### config.mk
export PLATFORM = sky130hd
export DESIGN_NAME = supply_monitor_control
export DESIGN_NICKNAME = d
export VERILOG_FILES = /design/src/hdl/supply_glitch_filter.v /design/src/hdl/supply_monitor_control.v
export VERILOG_INCLUDE_DIRS = /design/src /design/src/hdl
export SDC_FILE = /design/constraint.sdc
export NUM_CORES = 1
export LEC_CHECK = 0
export BUFFER_PORTS_ARGS = -buffer_cell sky130_fd_sc_hd__buf_2
export CORE_MARGIN = 2
export CORE_UTILIZATION = 55
export DETAILED_ROUTE_END_ITERATION = 8
export PLACE_DENSITY = 0.76
export SKIP_LAST_GASP = 1
export SYNTH_ARGS = -nofsm -noshare
export SYNTH_HDL_FRONTEND = slang
export SYNTH_SLANG_ARGS = --single-unit
### constraint.sdc
create_clock -name clk_sys -period 2.53 [get_ports clk_sys]
set_input_delay 0.506 -clock clk_sys [delete_from_list [all_inputs] [get_ports clk_sys]]
set_output_delay 0.506 -clock clk_sys [all_outputs]
set_load 0.01 [all_outputs]
### src/hdl/supply_monitor_consts.vh
// constants and bit layout of the supply monitor control register
// Overview of operation
// - When enabled, both supplies are compared against one of four selectable trip levels each and a low one is flagged.
// - Control bit 0 enables the monitor when written one and disables it when written zero.
// - Bit 7 reads the live digital-supply comparator state, one meaning above its trip level.
// - Bit 6 reads the live analog-supply comparator state, one meaning above its trip level.
// - The low-supply flag in bit 5 is set whenever either comparator reports a low supply while the monitor is enabled.
// - Once both comparators are high and stay high a hold-off counter runs and clears the flag on expiry.
// - Software may write the flag, but a clear has no effect while the monitor is enabled and either comparator is low.
// - Bits 4 and 3 select the digital trip level: 00 4.63 V, 01 3.08 V, 10 2.93 V, 11 2.63 V.
// - Bits 2 and 1 select the analog trip level with the same encoding.
// - The flag raises the core interrupt only while the core enables the monitor interrupt.
// - Comparator outputs are filtered so brief glitches neither set the flag nor interrupt.
`ifndef SUPPLY_MONITOR_CONSTS_VH
`define SUPPLY_MONITOR_CONSTS_VH

`define SMC_ADDR 8'hdf
`define SMC_RESET 8'hde
`define SMC_DIG_OK_BIT 7
`define SMC_ANA_OK_BIT 6
`define SMC_FLAG_BIT 5
`define SMC_DIG_TRIP_HI 4
`define SMC_DIG_TRIP_LO 3
`define SMC_ANA_TRIP_HI 2
`define SMC_ANA_TRIP_LO 1
`define SMC_ENABLE_BIT 0

// trip levels in millivolts per select code
`define TRIP_MV_CODE0 4630
`define TRIP_MV_CODE1 3080
`define TRIP_MV_CODE2 2930
`define TRIP_MV_CODE3 2630

// timing
`define CLK_MHZ 250
`define HOLDOFF_MS 250
`define HOLDOFF_CYCLES (`HOLDOFF_MS * 1000 * `CLK_MHZ)
`define GLITCH_CYCLES 16

`endif

### src/hdl/supply_glitch_filter.v
// glitch filter: output follows the input only after it has been stable for a set time
`timescale 1ns/10ps
`default_nettype none
module supply_glitch_filter #(
    parameter integer STABLE_CYCLES = 16,
    parameter integer CNT_W = 8
) (
    input wire clk_sys,
    input wire rst,
    input wire raw_in,
    output reg filt_r
);
    reg [CNT_W-1:0] cnt_r;

    // count cycles in which the input differs from the output; any agreement restarts
    always @(posedge clk_sys) begin
        if (rst) begin
            filt_r <= 1'b1;
            cnt_r <= {CNT_W{1'b0}};
        end else if (raw_in == filt_r) begin
            cnt_r <= {CNT_W{1'b0}}; // glitch ended before acceptance
        end else if (cnt_r == STABLE_CYCLES[CNT_W-1:0] - 1'b1) begin
            filt_r <= raw_in;
            cnt_r <= {CNT_W{1'b0}};
        end else begin
            cnt_r <= cnt_r + 1'b1;
        end
    end
endmodule // supply_glitch_filter
`default_nettype wire

### src/hdl/supply_monitor_control.v
// supply monitor control logic with its control and status register
`timescale 1ns/10ps
`default_nettype none
`include "supply_monitor_consts.vh"
module supply_monitor_control #(
    parameter [31:0] HOLDOFF_CYCLES = `HOLDOFF_CYCLES,
    parameter integer GLITCH_CYCLES = `GLITCH_CYCLES
) (
    input wire clk_sys,
    input wire rst,
    input wire [7:0] sfr_addr,
    input wire sfr_wr,
    input wire sfr_rd,
    input wire [7:0] sfr_wdata,
    output reg [7:0] sfr_rdata,
    input wire digital_cmp_raw,
    input wire analog_cmp_raw,
    input wire psm_int_enable,
    output wire monitor_enable,
    output wire [1:0] digital_trip_sel,
    output wire [1:0] analog_trip_sel,
    output wire low_supply_irq
);
    // reset image of the register; every stored field's reset value is taken from it
    localparam [7:0] RESET_IMAGE = `SMC_RESET;

    // last count of the hold-off; the counter starts at zero
    localparam [31:0] HOLDOFF_LAST = HOLDOFF_CYCLES - 32'h1;

    // flag sequencer states
    localparam [1:0] ST_CLEAR = 2'h0; // flag low, supplies good
    localparam [1:0] ST_LOW = 2'h1; // a supply is low, flag pinned high
    localparam [1:0] ST_HOLD = 2'h2; // supplies good again, hold-off running
    localparam [1:0] ST_SPARE = 2'h3; // unused code, recovers at once

    // configuration fields written by software
    reg monitor_enable_r;
    reg [1:0] digital_trip_r;
    reg [1:0] analog_trip_r;

    // flag sequencer registers and their next values
    reg [1:0] state_r;
    reg [1:0] state_nxt;
    reg low_supply_flag_r;
    reg low_supply_flag_nxt;
    reg [31:0] holdoff_cnt_r;
    reg [31:0] holdoff_cnt_nxt;

    // register image as software sees it
    reg [7:0] reg_view;

    // filtered comparators and decoded accesses
    wire digital_filt;
    wire analog_filt;
    wire digital_supply_ok;
    wire analog_supply_ok;
    wire any_low;
    wire hit_wr;
    wire hit_rd;
    wire holdoff_done;

    // two-bit field of a register byte whose low bit sits at lo
    function [1:0] field2;
        input [7:0] data;
        input integer lo;
        begin
            field2 = {data[lo + 1], data[lo]};
        end
    endfunction

    // a supply counts as low only while the monitor runs
    function supply_low;
        input filt_ok;
        input enabled;
        begin
            supply_low = enabled & ~filt_ok;
        end
    endfunction

    // glitch filters in front of both comparators
    supply_glitch_filter #(.STABLE_CYCLES(GLITCH_CYCLES), .CNT_W(8)) u_dig_filt (
        .clk_sys(clk_sys),
        .rst(rst),
        .raw_in(digital_cmp_raw),
        .filt_r(digital_filt)
    );
    supply_glitch_filter #(.STABLE_CYCLES(GLITCH_CYCLES), .CNT_W(8)) u_ana_filt (
        .clk_sys(clk_sys),
        .rst(rst),
        .raw_in(analog_cmp_raw),
        .filt_r(analog_filt)
    );

    // a disabled monitor reports both supplies good to the flag logic
    assign digital_supply_ok = ~supply_low(digital_filt, monitor_enable_r);
    assign analog_supply_ok = ~supply_low(analog_filt, monitor_enable_r);
    assign any_low = ~digital_supply_ok | ~analog_supply_ok;

    // address decode of the single control register
    assign hit_wr = sfr_wr && (sfr_addr == `SMC_ADDR);
    assign hit_rd = sfr_rd && (sfr_addr == `SMC_ADDR);

    // end of the hold-off span
    assign holdoff_done = (holdoff_cnt_r == HOLDOFF_LAST);

    // drive the analog comparators
    assign monitor_enable = monitor_enable_r;
    assign digital_trip_sel = digital_trip_r;
    assign analog_trip_sel = analog_trip_r;

    // configuration fields written by software; bits 7 and 6 are not stored
    always @(posedge clk_sys) begin
        if (rst) begin
            monitor_enable_r <= RESET_IMAGE[`SMC_ENABLE_BIT];
            digital_trip_r <= field2(RESET_IMAGE, `SMC_DIG_TRIP_LO);
            analog_trip_r <= field2(RESET_IMAGE, `SMC_ANA_TRIP_LO);
        end else if (hit_wr) begin
            monitor_enable_r <= sfr_wdata[`SMC_ENABLE_BIT];
            digital_trip_r <= field2(sfr_wdata, `SMC_DIG_TRIP_LO);
            analog_trip_r <= field2(sfr_wdata, `SMC_ANA_TRIP_LO);
        end
    end

    // next state of the flag sequencer
    // a low supply outranks a software write, so a clear can never win while low;
    // a software write of one restarts the hold-off and a write of zero ends it, so a flag set by
    // software while supplies are good clears itself after the hold-off
    always @* begin
        state_nxt = state_r;
        low_supply_flag_nxt = low_supply_flag_r;
        holdoff_cnt_nxt = holdoff_cnt_r;
        if (any_low) begin
            state_nxt = ST_LOW;
            low_supply_flag_nxt = 1'b1;
            holdoff_cnt_nxt = 32'h0;
        end else if (hit_wr) begin
            low_supply_flag_nxt = sfr_wdata[`SMC_FLAG_BIT];
            holdoff_cnt_nxt = 32'h0;
            if (sfr_wdata[`SMC_FLAG_BIT]) begin
                state_nxt = ST_HOLD;
            end else begin
                state_nxt = ST_CLEAR;
            end
        end else begin
            case (state_r)
                ST_CLEAR: begin
                    // nothing pending; the counter rests at zero
                    low_supply_flag_nxt = 1'b0;
                    holdoff_cnt_nxt = 32'h0;
                end
                ST_LOW, ST_HOLD: begin
                    // both supplies good: count out the hold-off
                    if (holdoff_done) begin
                        state_nxt = ST_CLEAR;
                        low_supply_flag_nxt = 1'b0;
                        holdoff_cnt_nxt = 32'h0;
                    end else begin
                        state_nxt = ST_HOLD;
                        holdoff_cnt_nxt = holdoff_cnt_r + 32'h1;
                    end
                end
                ST_SPARE: begin
                    // never entered; restart the hold-off if the flag stands
                    state_nxt = low_supply_flag_r ? ST_HOLD : ST_CLEAR;
                    holdoff_cnt_nxt = 32'h0;
                end
                default: begin
                    state_nxt = ST_CLEAR;
                    low_supply_flag_nxt = 1'b0;
                    holdoff_cnt_nxt = 32'h0;
                end
            endcase
        end
    end

    // flag sequencer registers
    always @(posedge clk_sys) begin
        if (rst) begin
            state_r <= ST_CLEAR;
            low_supply_flag_r <= RESET_IMAGE[`SMC_FLAG_BIT];
            holdoff_cnt_r <= 32'h0;
        end else begin
            state_r <= state_nxt;
            low_supply_flag_r <= low_supply_flag_nxt;
            holdoff_cnt_r <= holdoff_cnt_nxt;
        end
    end

    // register image with live comparator bits, placed field by field
    always @* begin
        reg_view = 8'h00;
        reg_view[`SMC_DIG_OK_BIT] = digital_filt;
        reg_view[`SMC_ANA_OK_BIT] = analog_filt;
        reg_view[`SMC_FLAG_BIT] = low_supply_flag_r;
        reg_view[`SMC_DIG_TRIP_HI] = digital_trip_r[1];
        reg_view[`SMC_DIG_TRIP_LO] = digital_trip_r[0];
        reg_view[`SMC_ANA_TRIP_HI] = analog_trip_r[1];
        reg_view[`SMC_ANA_TRIP_LO] = analog_trip_r[0];
        reg_view[`SMC_ENABLE_BIT] = monitor_enable_r;
    end

    // read data captured on a read strobe, zero for other addresses
    // the comparator bits show the filtered state even while the monitor is off
    always @(posedge clk_sys) begin
        if (rst) begin
            sfr_rdata <= 8'h00;
        end else if (hit_rd) begin
            sfr_rdata <= reg_view;
        end else if (sfr_rd) begin
            sfr_rdata <= 8'h00;
        end
    end

    // interrupt request gated by the core's enable
    // the request is a level: it stands as long as the flag and the enable do
    assign low_supply_irq = low_supply_flag_r & psm_int_enable;
endmodule // supply_monitor_control
`default_nettype wire

==> run_results.csv, run 1 <==
group,metric,value,unit
timing,clock.fmax,0.507,GHz
floorplan,initial_utilization,0.577,
setup_path,crit_type,"flop to flop",
global_routing,grt_antenna_before_repair,0,
timing,maxSlewViolCount,0,
drt,via_per_inst,5.29,
setup_path,required,2.77,ns
status,status,"complete, no violations",
run,maxCapViolCount,0,
setup_path,critPathCaptureType,"flop",
timing,period_share,0.780,
clock_network,numCtsBuffers,9,
clock_network,cts_resized,0,
clock_network,clk_transition_reported_paths,0.07,ns
synth,yosys_warnings,0,
floorplan,dieArea,5990,sq um
synth,synth_top_area_cell,"dfxtp_1",
timing,fin_tns_setup,0,ns
synth,synth_fp_nets,361,
clock_network,insertion_delay,0.35,ns
clock_network,cts-root-buf,"clkbuf_8",
worst_hold_path,hp-class,"input port to flop",
global_routing,grt_overflow,0,
synth,synth.most_common_cell,"nor2_1",
final_layout,instances_no_fill,441,
synth,syn_area_per_cell,8.93,sq um
global_routing,grt_pass1_wl,10.0,mm
timing,setup_violations,0,
timing,fin_worst_skew,0.00648,ns
synth,ys_seq_elements,66,
floorplan,dieWidth,77.4,um
drt,wl_per_cell,13.0,um
clock_network,post-cts-setup-buffers,0,
final_layout,area_delta_synth_final,14.1,%
final_layout,n_antenna_cell,0,
place,port_buffers,34,
timing,rsz0062_at_grt,"false",
drt,drt_pass1_iterations,4,
drt,vias,2332,
drt,routed_wl,5.74,mm
clock_network,postCtsHoldBufs,0,
final_layout,final_nets,395,
power,p_per_area,596,nW/um^2
drt,drc,0,
floorplan,rows,26,
floorplan,fp.coreArea,5140,sq um
synth,ys.flop_type,"dfxtp_1",
place,dp.cells,425,
drt,drt_iter0_drc,139,
global_routing,grt_use_total,0.211,
final_layout,drive_above_1_share,0.181,
setup_path,crit_arrival,2.22,ns
timing,tightest_slew,0.386,ns
timing,relSlewSlack,0.740,
clock_network,clock-sinks,66,
synth,synthCells,332,
power,ir_worst_vdd,0.000396,V
floorplan,fp.dieH,77.4,um
global_routing,grt_pass1_vias,2307,
synth,synthArstFlopShare,0,
place,hpwl,3.93,mm
clock_network,cts_tree,"done",
floorplan,ioPinCount,37,
synth,synth.area.top_cells,"dfxtp_1 45%, xnor2_1 8.9%, nor2_1 8.7%",
global_routing,grt_max_degree,25,
place,gp_congestion,0.786,
synth,synth_top_area_share,0.446,
synth,synth_edf_count,0,
setup_path,crit_fanout,24,
synth,ys_types,42,
synth,yosys-top-cells-count,"69 x nor2_1, 66 x dfxtp_1, 30 x xnor2_1",
timing,layout_min_cycle_time,1.97,ns
clock_network,htreeDepth,3,
clock_network,clock_path_buffers,2,
power,leakagePower,1.23,nW
timing,hold_violations,0,
synth,syn-cell-area,2960,sq um
synth,yosysSeqAreaShare,0.446,
setup_path,start_kind,"flop",
drt,antenna_left,0,
-- critical path, stage by stage (launching register included) --
cell,delay (ns)
dfxtp_1,0.41
nor4bb_1,0.36
nand4_1,0.14
nor4_1,0.31
buf_4,0.19
or2_2,0.21
buf_12,0.19
nor2_1,0.07
-- per-stage QoR --
step	area (sq um)	total power, W	setup WS [ns]	utilization	hold slack (ns)
after floorplan	2960	0.00111	0.701	-	0.413
after global placement	3180	0.00113	0.589	0.618	0.427
after detailed placement	3180	0.00113	0.557	0.618	0.430
after CTS	3380	0.00204	0.523	0.658	0.368
after global routing	3380	0.00209	0.342	0.658	0.383
final	3380	0.00202	0.557	0.658	0.387
-- routing by layer --
metal | vias to the layer above | GRT usage | share of wire
met5 | - | 0 | 0
met4 | 0 | 0.0929 | 0.015
met3 | 10 | 0.0779 | 0.044
met2 | 50 | 0.347 | 0.49
met1 | 1077 | 0.245 | 0.45
li1 | 1195 | - | -
-- cells in the final DEF (no fill, tap or decap), types with 3 or more instances in the layout --
cell type and instances:
clkinv_2 3, nor3_1 6, nor4_1 7, a21oi_1 9
nor2b_1 11, nor3_2 3, nor2_1 69, and3_1 9
inv_1 9, and4_1 5, nand2_1 14, dfxtp_1 66
a211o_1 6, nand4_1 10, ha_1 6, buf_4 3
buf_2 34, xnor2_1 30, clkbuf_8 11, nand3_1 15
xor2_1 14
-- final timing paths --
kind	start	end	slack (ns)	depth (start not counted)
setup / recovery	holdoff_cnt_r[4]$_SDFF_PP0_	holdoff_cnt_r[20]$_SDFF_PP0_	0.56	7
hold / removal	analog_cmp_raw	u_ana_filt.filt_r$_SDFFE_PP1P_	0.39	2
setup reg to reg	holdoff_cnt_r[4]$_SDFF_PP0_	holdoff_cnt_r[20]$_SDFF_PP0_	0.56	7
hold reg to reg	u_dig_filt.cnt_r[0]$_SDFF_PP0_	u_dig_filt.cnt_r[0]$_SDFF_PP0_	0.44	1
-- cell families (layout without fill, tap and decap cells) --
group | after synthesis | count (layout) | synth area share
and+or+nand+nor | 169 | 169 | 0.305
muxes | 1 | 1 | 0.00338
xor gates and xnor gates | 44 | 44 | 0.130
AOI/OAI and AO/OA | 22 | 22 | 0.0498
buffers and inverters | 24 | 63 | 0.0405
adders and majority gates | 6 | 6 | 0.0253
DFF | 66 | 66 | 0.446
-- area by class of cell --
| class | count | area [sq um] |
|---|---|---|
| Clock inverter | 5 | 52.6 |
| Tap cell | 70 | 87.6 |
| Fill cell | 462 | 1760 |
| Sequential cell | 66 | 1320 |
| Multi-Input combinational cell | 242 | 1520 |
| Timing Repair Buffer | 38 | 213 |
| Inverter | 9 | 33.8 |
| Clock buffer | 11 | 151 |
-- registers in the layout, indices dropped and copies added (netlist names) --
| signal | flops |
|---|---|
| u_ana_filt.cnt_r | 8 |
| monitor_enable | 1 |
| analog_trip_sel | 2 |
| u_dig_filt.filt_r | 1 |
| sfr_rdata | 8 |
| state_r | 2 |
| digital_trip_sel | 2 |
| low_supply_flag_r | 1 |
| u_ana_filt.filt_r | 1 |
| holdoff_cnt_r | 32 |
| u_dig_filt.cnt_r | 8 |
-- power breakdown --
| part | internal, W | switching (W) | total, W |
|---|---|---|---|
| Sequential | 0.00104 | 0.00000529 | 0.00105 |
| Combinational | 0.0000262 | 0.0000355 | 0.0000618 |
| Clock | 0.000503 | 0.000401 | 0.000904 |
No activity file was read; power rests on OpenSTA's default activity.
==> inputs of run 2 (changes only) <==
==> constraint.sdc (replaced) <==
create_clock -name clk_sys -period 2 [get_ports clk_sys]
set_input_delay 0.4 -clock clk_sys [delete_from_list [all_inputs] [get_ports clk_sys]]
set_output_delay 0.4 -clock clk_sys [all_outputs]
set_load 0.01 [all_outputs]
==> run_results.csv, run 2 (same netlist as run 1, synthesis figures left out) <==
group,metric,value,unit
status,status,"complete, no violations",
global_routing,grt_antenna_before_repair,0,
run,maxCapViolCount,0,
setup_path,required,2.23,ns
global_routing,grt_pass1_vias,2205,
timing,maxSlewViolCount,0,
setup_path,reg2reg_slack,0.10,ns
power,ir_worst_vdd,0.000463,V
clock_network,clock_path_buffers,2,
final_layout,top_register,"holdoff_cnt_r",
power,p_comb_frac,0.031,
setup_path,timing.rr.end,"holdoff_cnt_r[14]$_SDFF_PP0_",
final_layout,drive_above_1_share,0.189,
setup_path,r2r_cells,7,
floorplan,fp.dieH,77.4,um
power,switching_power,0.000533,W
drt,via_per_inst,5.26,
drt,drc,0,
final_layout,n_antenna_cell,0,
power,p_per_area,736,nW/um^2
setup_path,r2r_start,"holdoff_cnt_r[5]$_SDFF_PP0_",
clock_network,insertion_delay,0.34,ns
final_layout,final_cell_mix,"69 x nor2_1, 66 x dfxtp_1, 34 x buf_2",
drt,routed_wl,5.57,mm
global_routing,grt_overflow,0,
place,dp_slack,0.148,ns
timing,period_share,0.948,
floorplan,rows,26,
power,p_total,0.00252,W
timing,timing.final.ws_setup,0.104,ns
clock_network,cts_tree,"done",
final_layout,layout_commonest_cell,"nor2_1",
floorplan,fp.coreArea,5140,sq um
clock_network,clock-sinks,66,
final_layout,multi_input_comb_area,1530,sq um
clock_network,clk_transition_reported_paths,0.07,ns
final_layout,final_nets,401,
drt,drt_iter0_drc,95,
power,sw_frac_of_total,0.211,
floorplan,ioPinCount,37,
drt,drt_pass1_iterations,4,
clock_network,numCtsBuffers,9,
final_layout,largest_register_ffs,32,
setup_path,critPathCaptureType,"flop",
drt,vias,2342,
drt,antenna_left,0,
timing,setup_violations,0,
clock_network,cts-root-buf,"clkbuf_8",
global_routing,grt_pass1_wl,9.47,mm
drt,wl_per_cell,12.5,um
floorplan,dieArea,5990,sq um
timing,clock.fmax,0.527,GHz
timing,hold_violations,0,
timing,fin_worst_skew,0.0114,ns
place,gp_congestion,0.798,
place,port_buffers,34,
global_routing,grt_use_total,0.199,
worst_hold_path,hp-class,"input port to flop",
setup_path,crit_type,"flop to flop",
setup_path,crit_fanout,31,
power,leakagePower,1.26,nW
setup_path,critPathCapture,"holdoff_cnt_r[14]$_SDFF_PP0_",
timing,tightest_slew,0.385,ns
floorplan,initial_utilization,0.577,
setup_path,crit_arrival,2.13,ns
timing,holdWs,0.285,ns
clock_network,htreeDepth,3,
timing,layout_min_cycle_time,1.90,ns
setup_path,start_kind,"flop",
timing,relSlewSlack,0.740,
place,hpwl,3.88,mm
power,internal_power,0.00199,W
floorplan,dieWidth,77.4,um
global_routing,grt_max_degree,32,
timing,rsz0062_at_grt,"true",
final_layout,area_delta_synth_final,15.4,%
power,seqPwrFrac,0.527,
setup_path,startpoint,"holdoff_cnt_r[5]$_SDFF_PP0_",
clock_network,postCtsHoldBufs,0,
final_layout,fillers,443,
final_layout,register_area,1320,sq um
power,clockPowerShare,0.442,
[run 2: cell count changes in the layout (fill, tap and decap cells not counted)]
cell,previous run,this run
buf_4,3,9
clkbuf_1,0,1
clkinv_2,3,0
nor4_1,7,6
nor4_2,0,1
[run 2: layer usage]
| metal | GRT usage | up-vias | share of wire | wire, um |
|---|---|---|---|---|
| li1 | - | 1203 | - | - |
| met1 | 0.235 | 1096 | 0.45 | 2520 |
| met2 | 0.321 | 34 | 0.49 | 2740 |
| met3 | 0.0779 | 9 | 0.038 | 211 |
| met4 | 0.0857 | 0 | 0.017 | 97 |
| met5 | 0 | - | 0 | 0 |
[run 2: worst min-delay path by stage]
stage / to / from / cells past startpoint
finish: u_dig_filt.filt_r$_SDFFE_PP1P_ / digital_cmp_raw / 2
global route: u_dig_filt.filt_r$_SDFFE_PP1P_ / digital_cmp_raw / 2
CTS: u_dig_filt.filt_r$_SDFFE_PP1P_ / digital_cmp_raw / 2
detailed placement: u_dig_filt.cnt_r[0]$_SDFF_PP0_ / u_dig_filt.cnt_r[0]$_SDFF_PP0_ / 1
global placement: u_dig_filt.cnt_r[0]$_SDFF_PP0_ / u_dig_filt.cnt_r[0]$_SDFF_PP0_ / 1
floorplan: u_dig_filt.cnt_r[0]$_SDFF_PP0_ / u_dig_filt.cnt_r[0]$_SDFF_PP0_ / 1
[run 2: stage by stage]
stage               setup TNS (ns)  area, sq um   util  std cells
finish                           0         3420  0.666        445
global route              -0.00712         3420  0.666        445
CTS                              0         3420  0.665        445
detailed placement               0         3220  0.627        431
floorplan                        0         2960      -        332
global placement                 0         3220  0.627        431
[run 2: critical path, stage by stage (launching register included)]
cell	delay (ns)
dfxtp_1	0.35
nor4bb_1	0.41
nand4_1	0.16
nor4_2	0.31
buf_4	0.17
or2_2	0.12
buf_12	0.17
nor2_1	0.07
[run 2: power groups by stage]
stage	Clock (W)	Sequential, W	Combinational, W
after global placement	0	0.00136	0.0000773
after detailed placement	0	0.00136	0.0000794
final	0.00111	0.00133	0.0000789
after global routing	0.00119	0.00133	0.0000891
after CTS	0.00113	0.00133	0.0000799
after floorplan	0	0.00136	0.0000457
[run 2: what timing repair did]
action                     in CTS  in global routing
setup buffers                   0                  0
gates resized for setup         0                  1
setup endpoints to repair       0                 13
[run 2: layout make-up]
type / count / share of cell area
clock buffer: 12 / 0.0453
clock inverter: 2 / 0.0110
inverter: 9 / 0.00987
multi-input combinational: 242 / 0.447
sequential: 66 / 0.386
tap: 70 / 0.0256
timing repair buffer: 44 / 0.0753
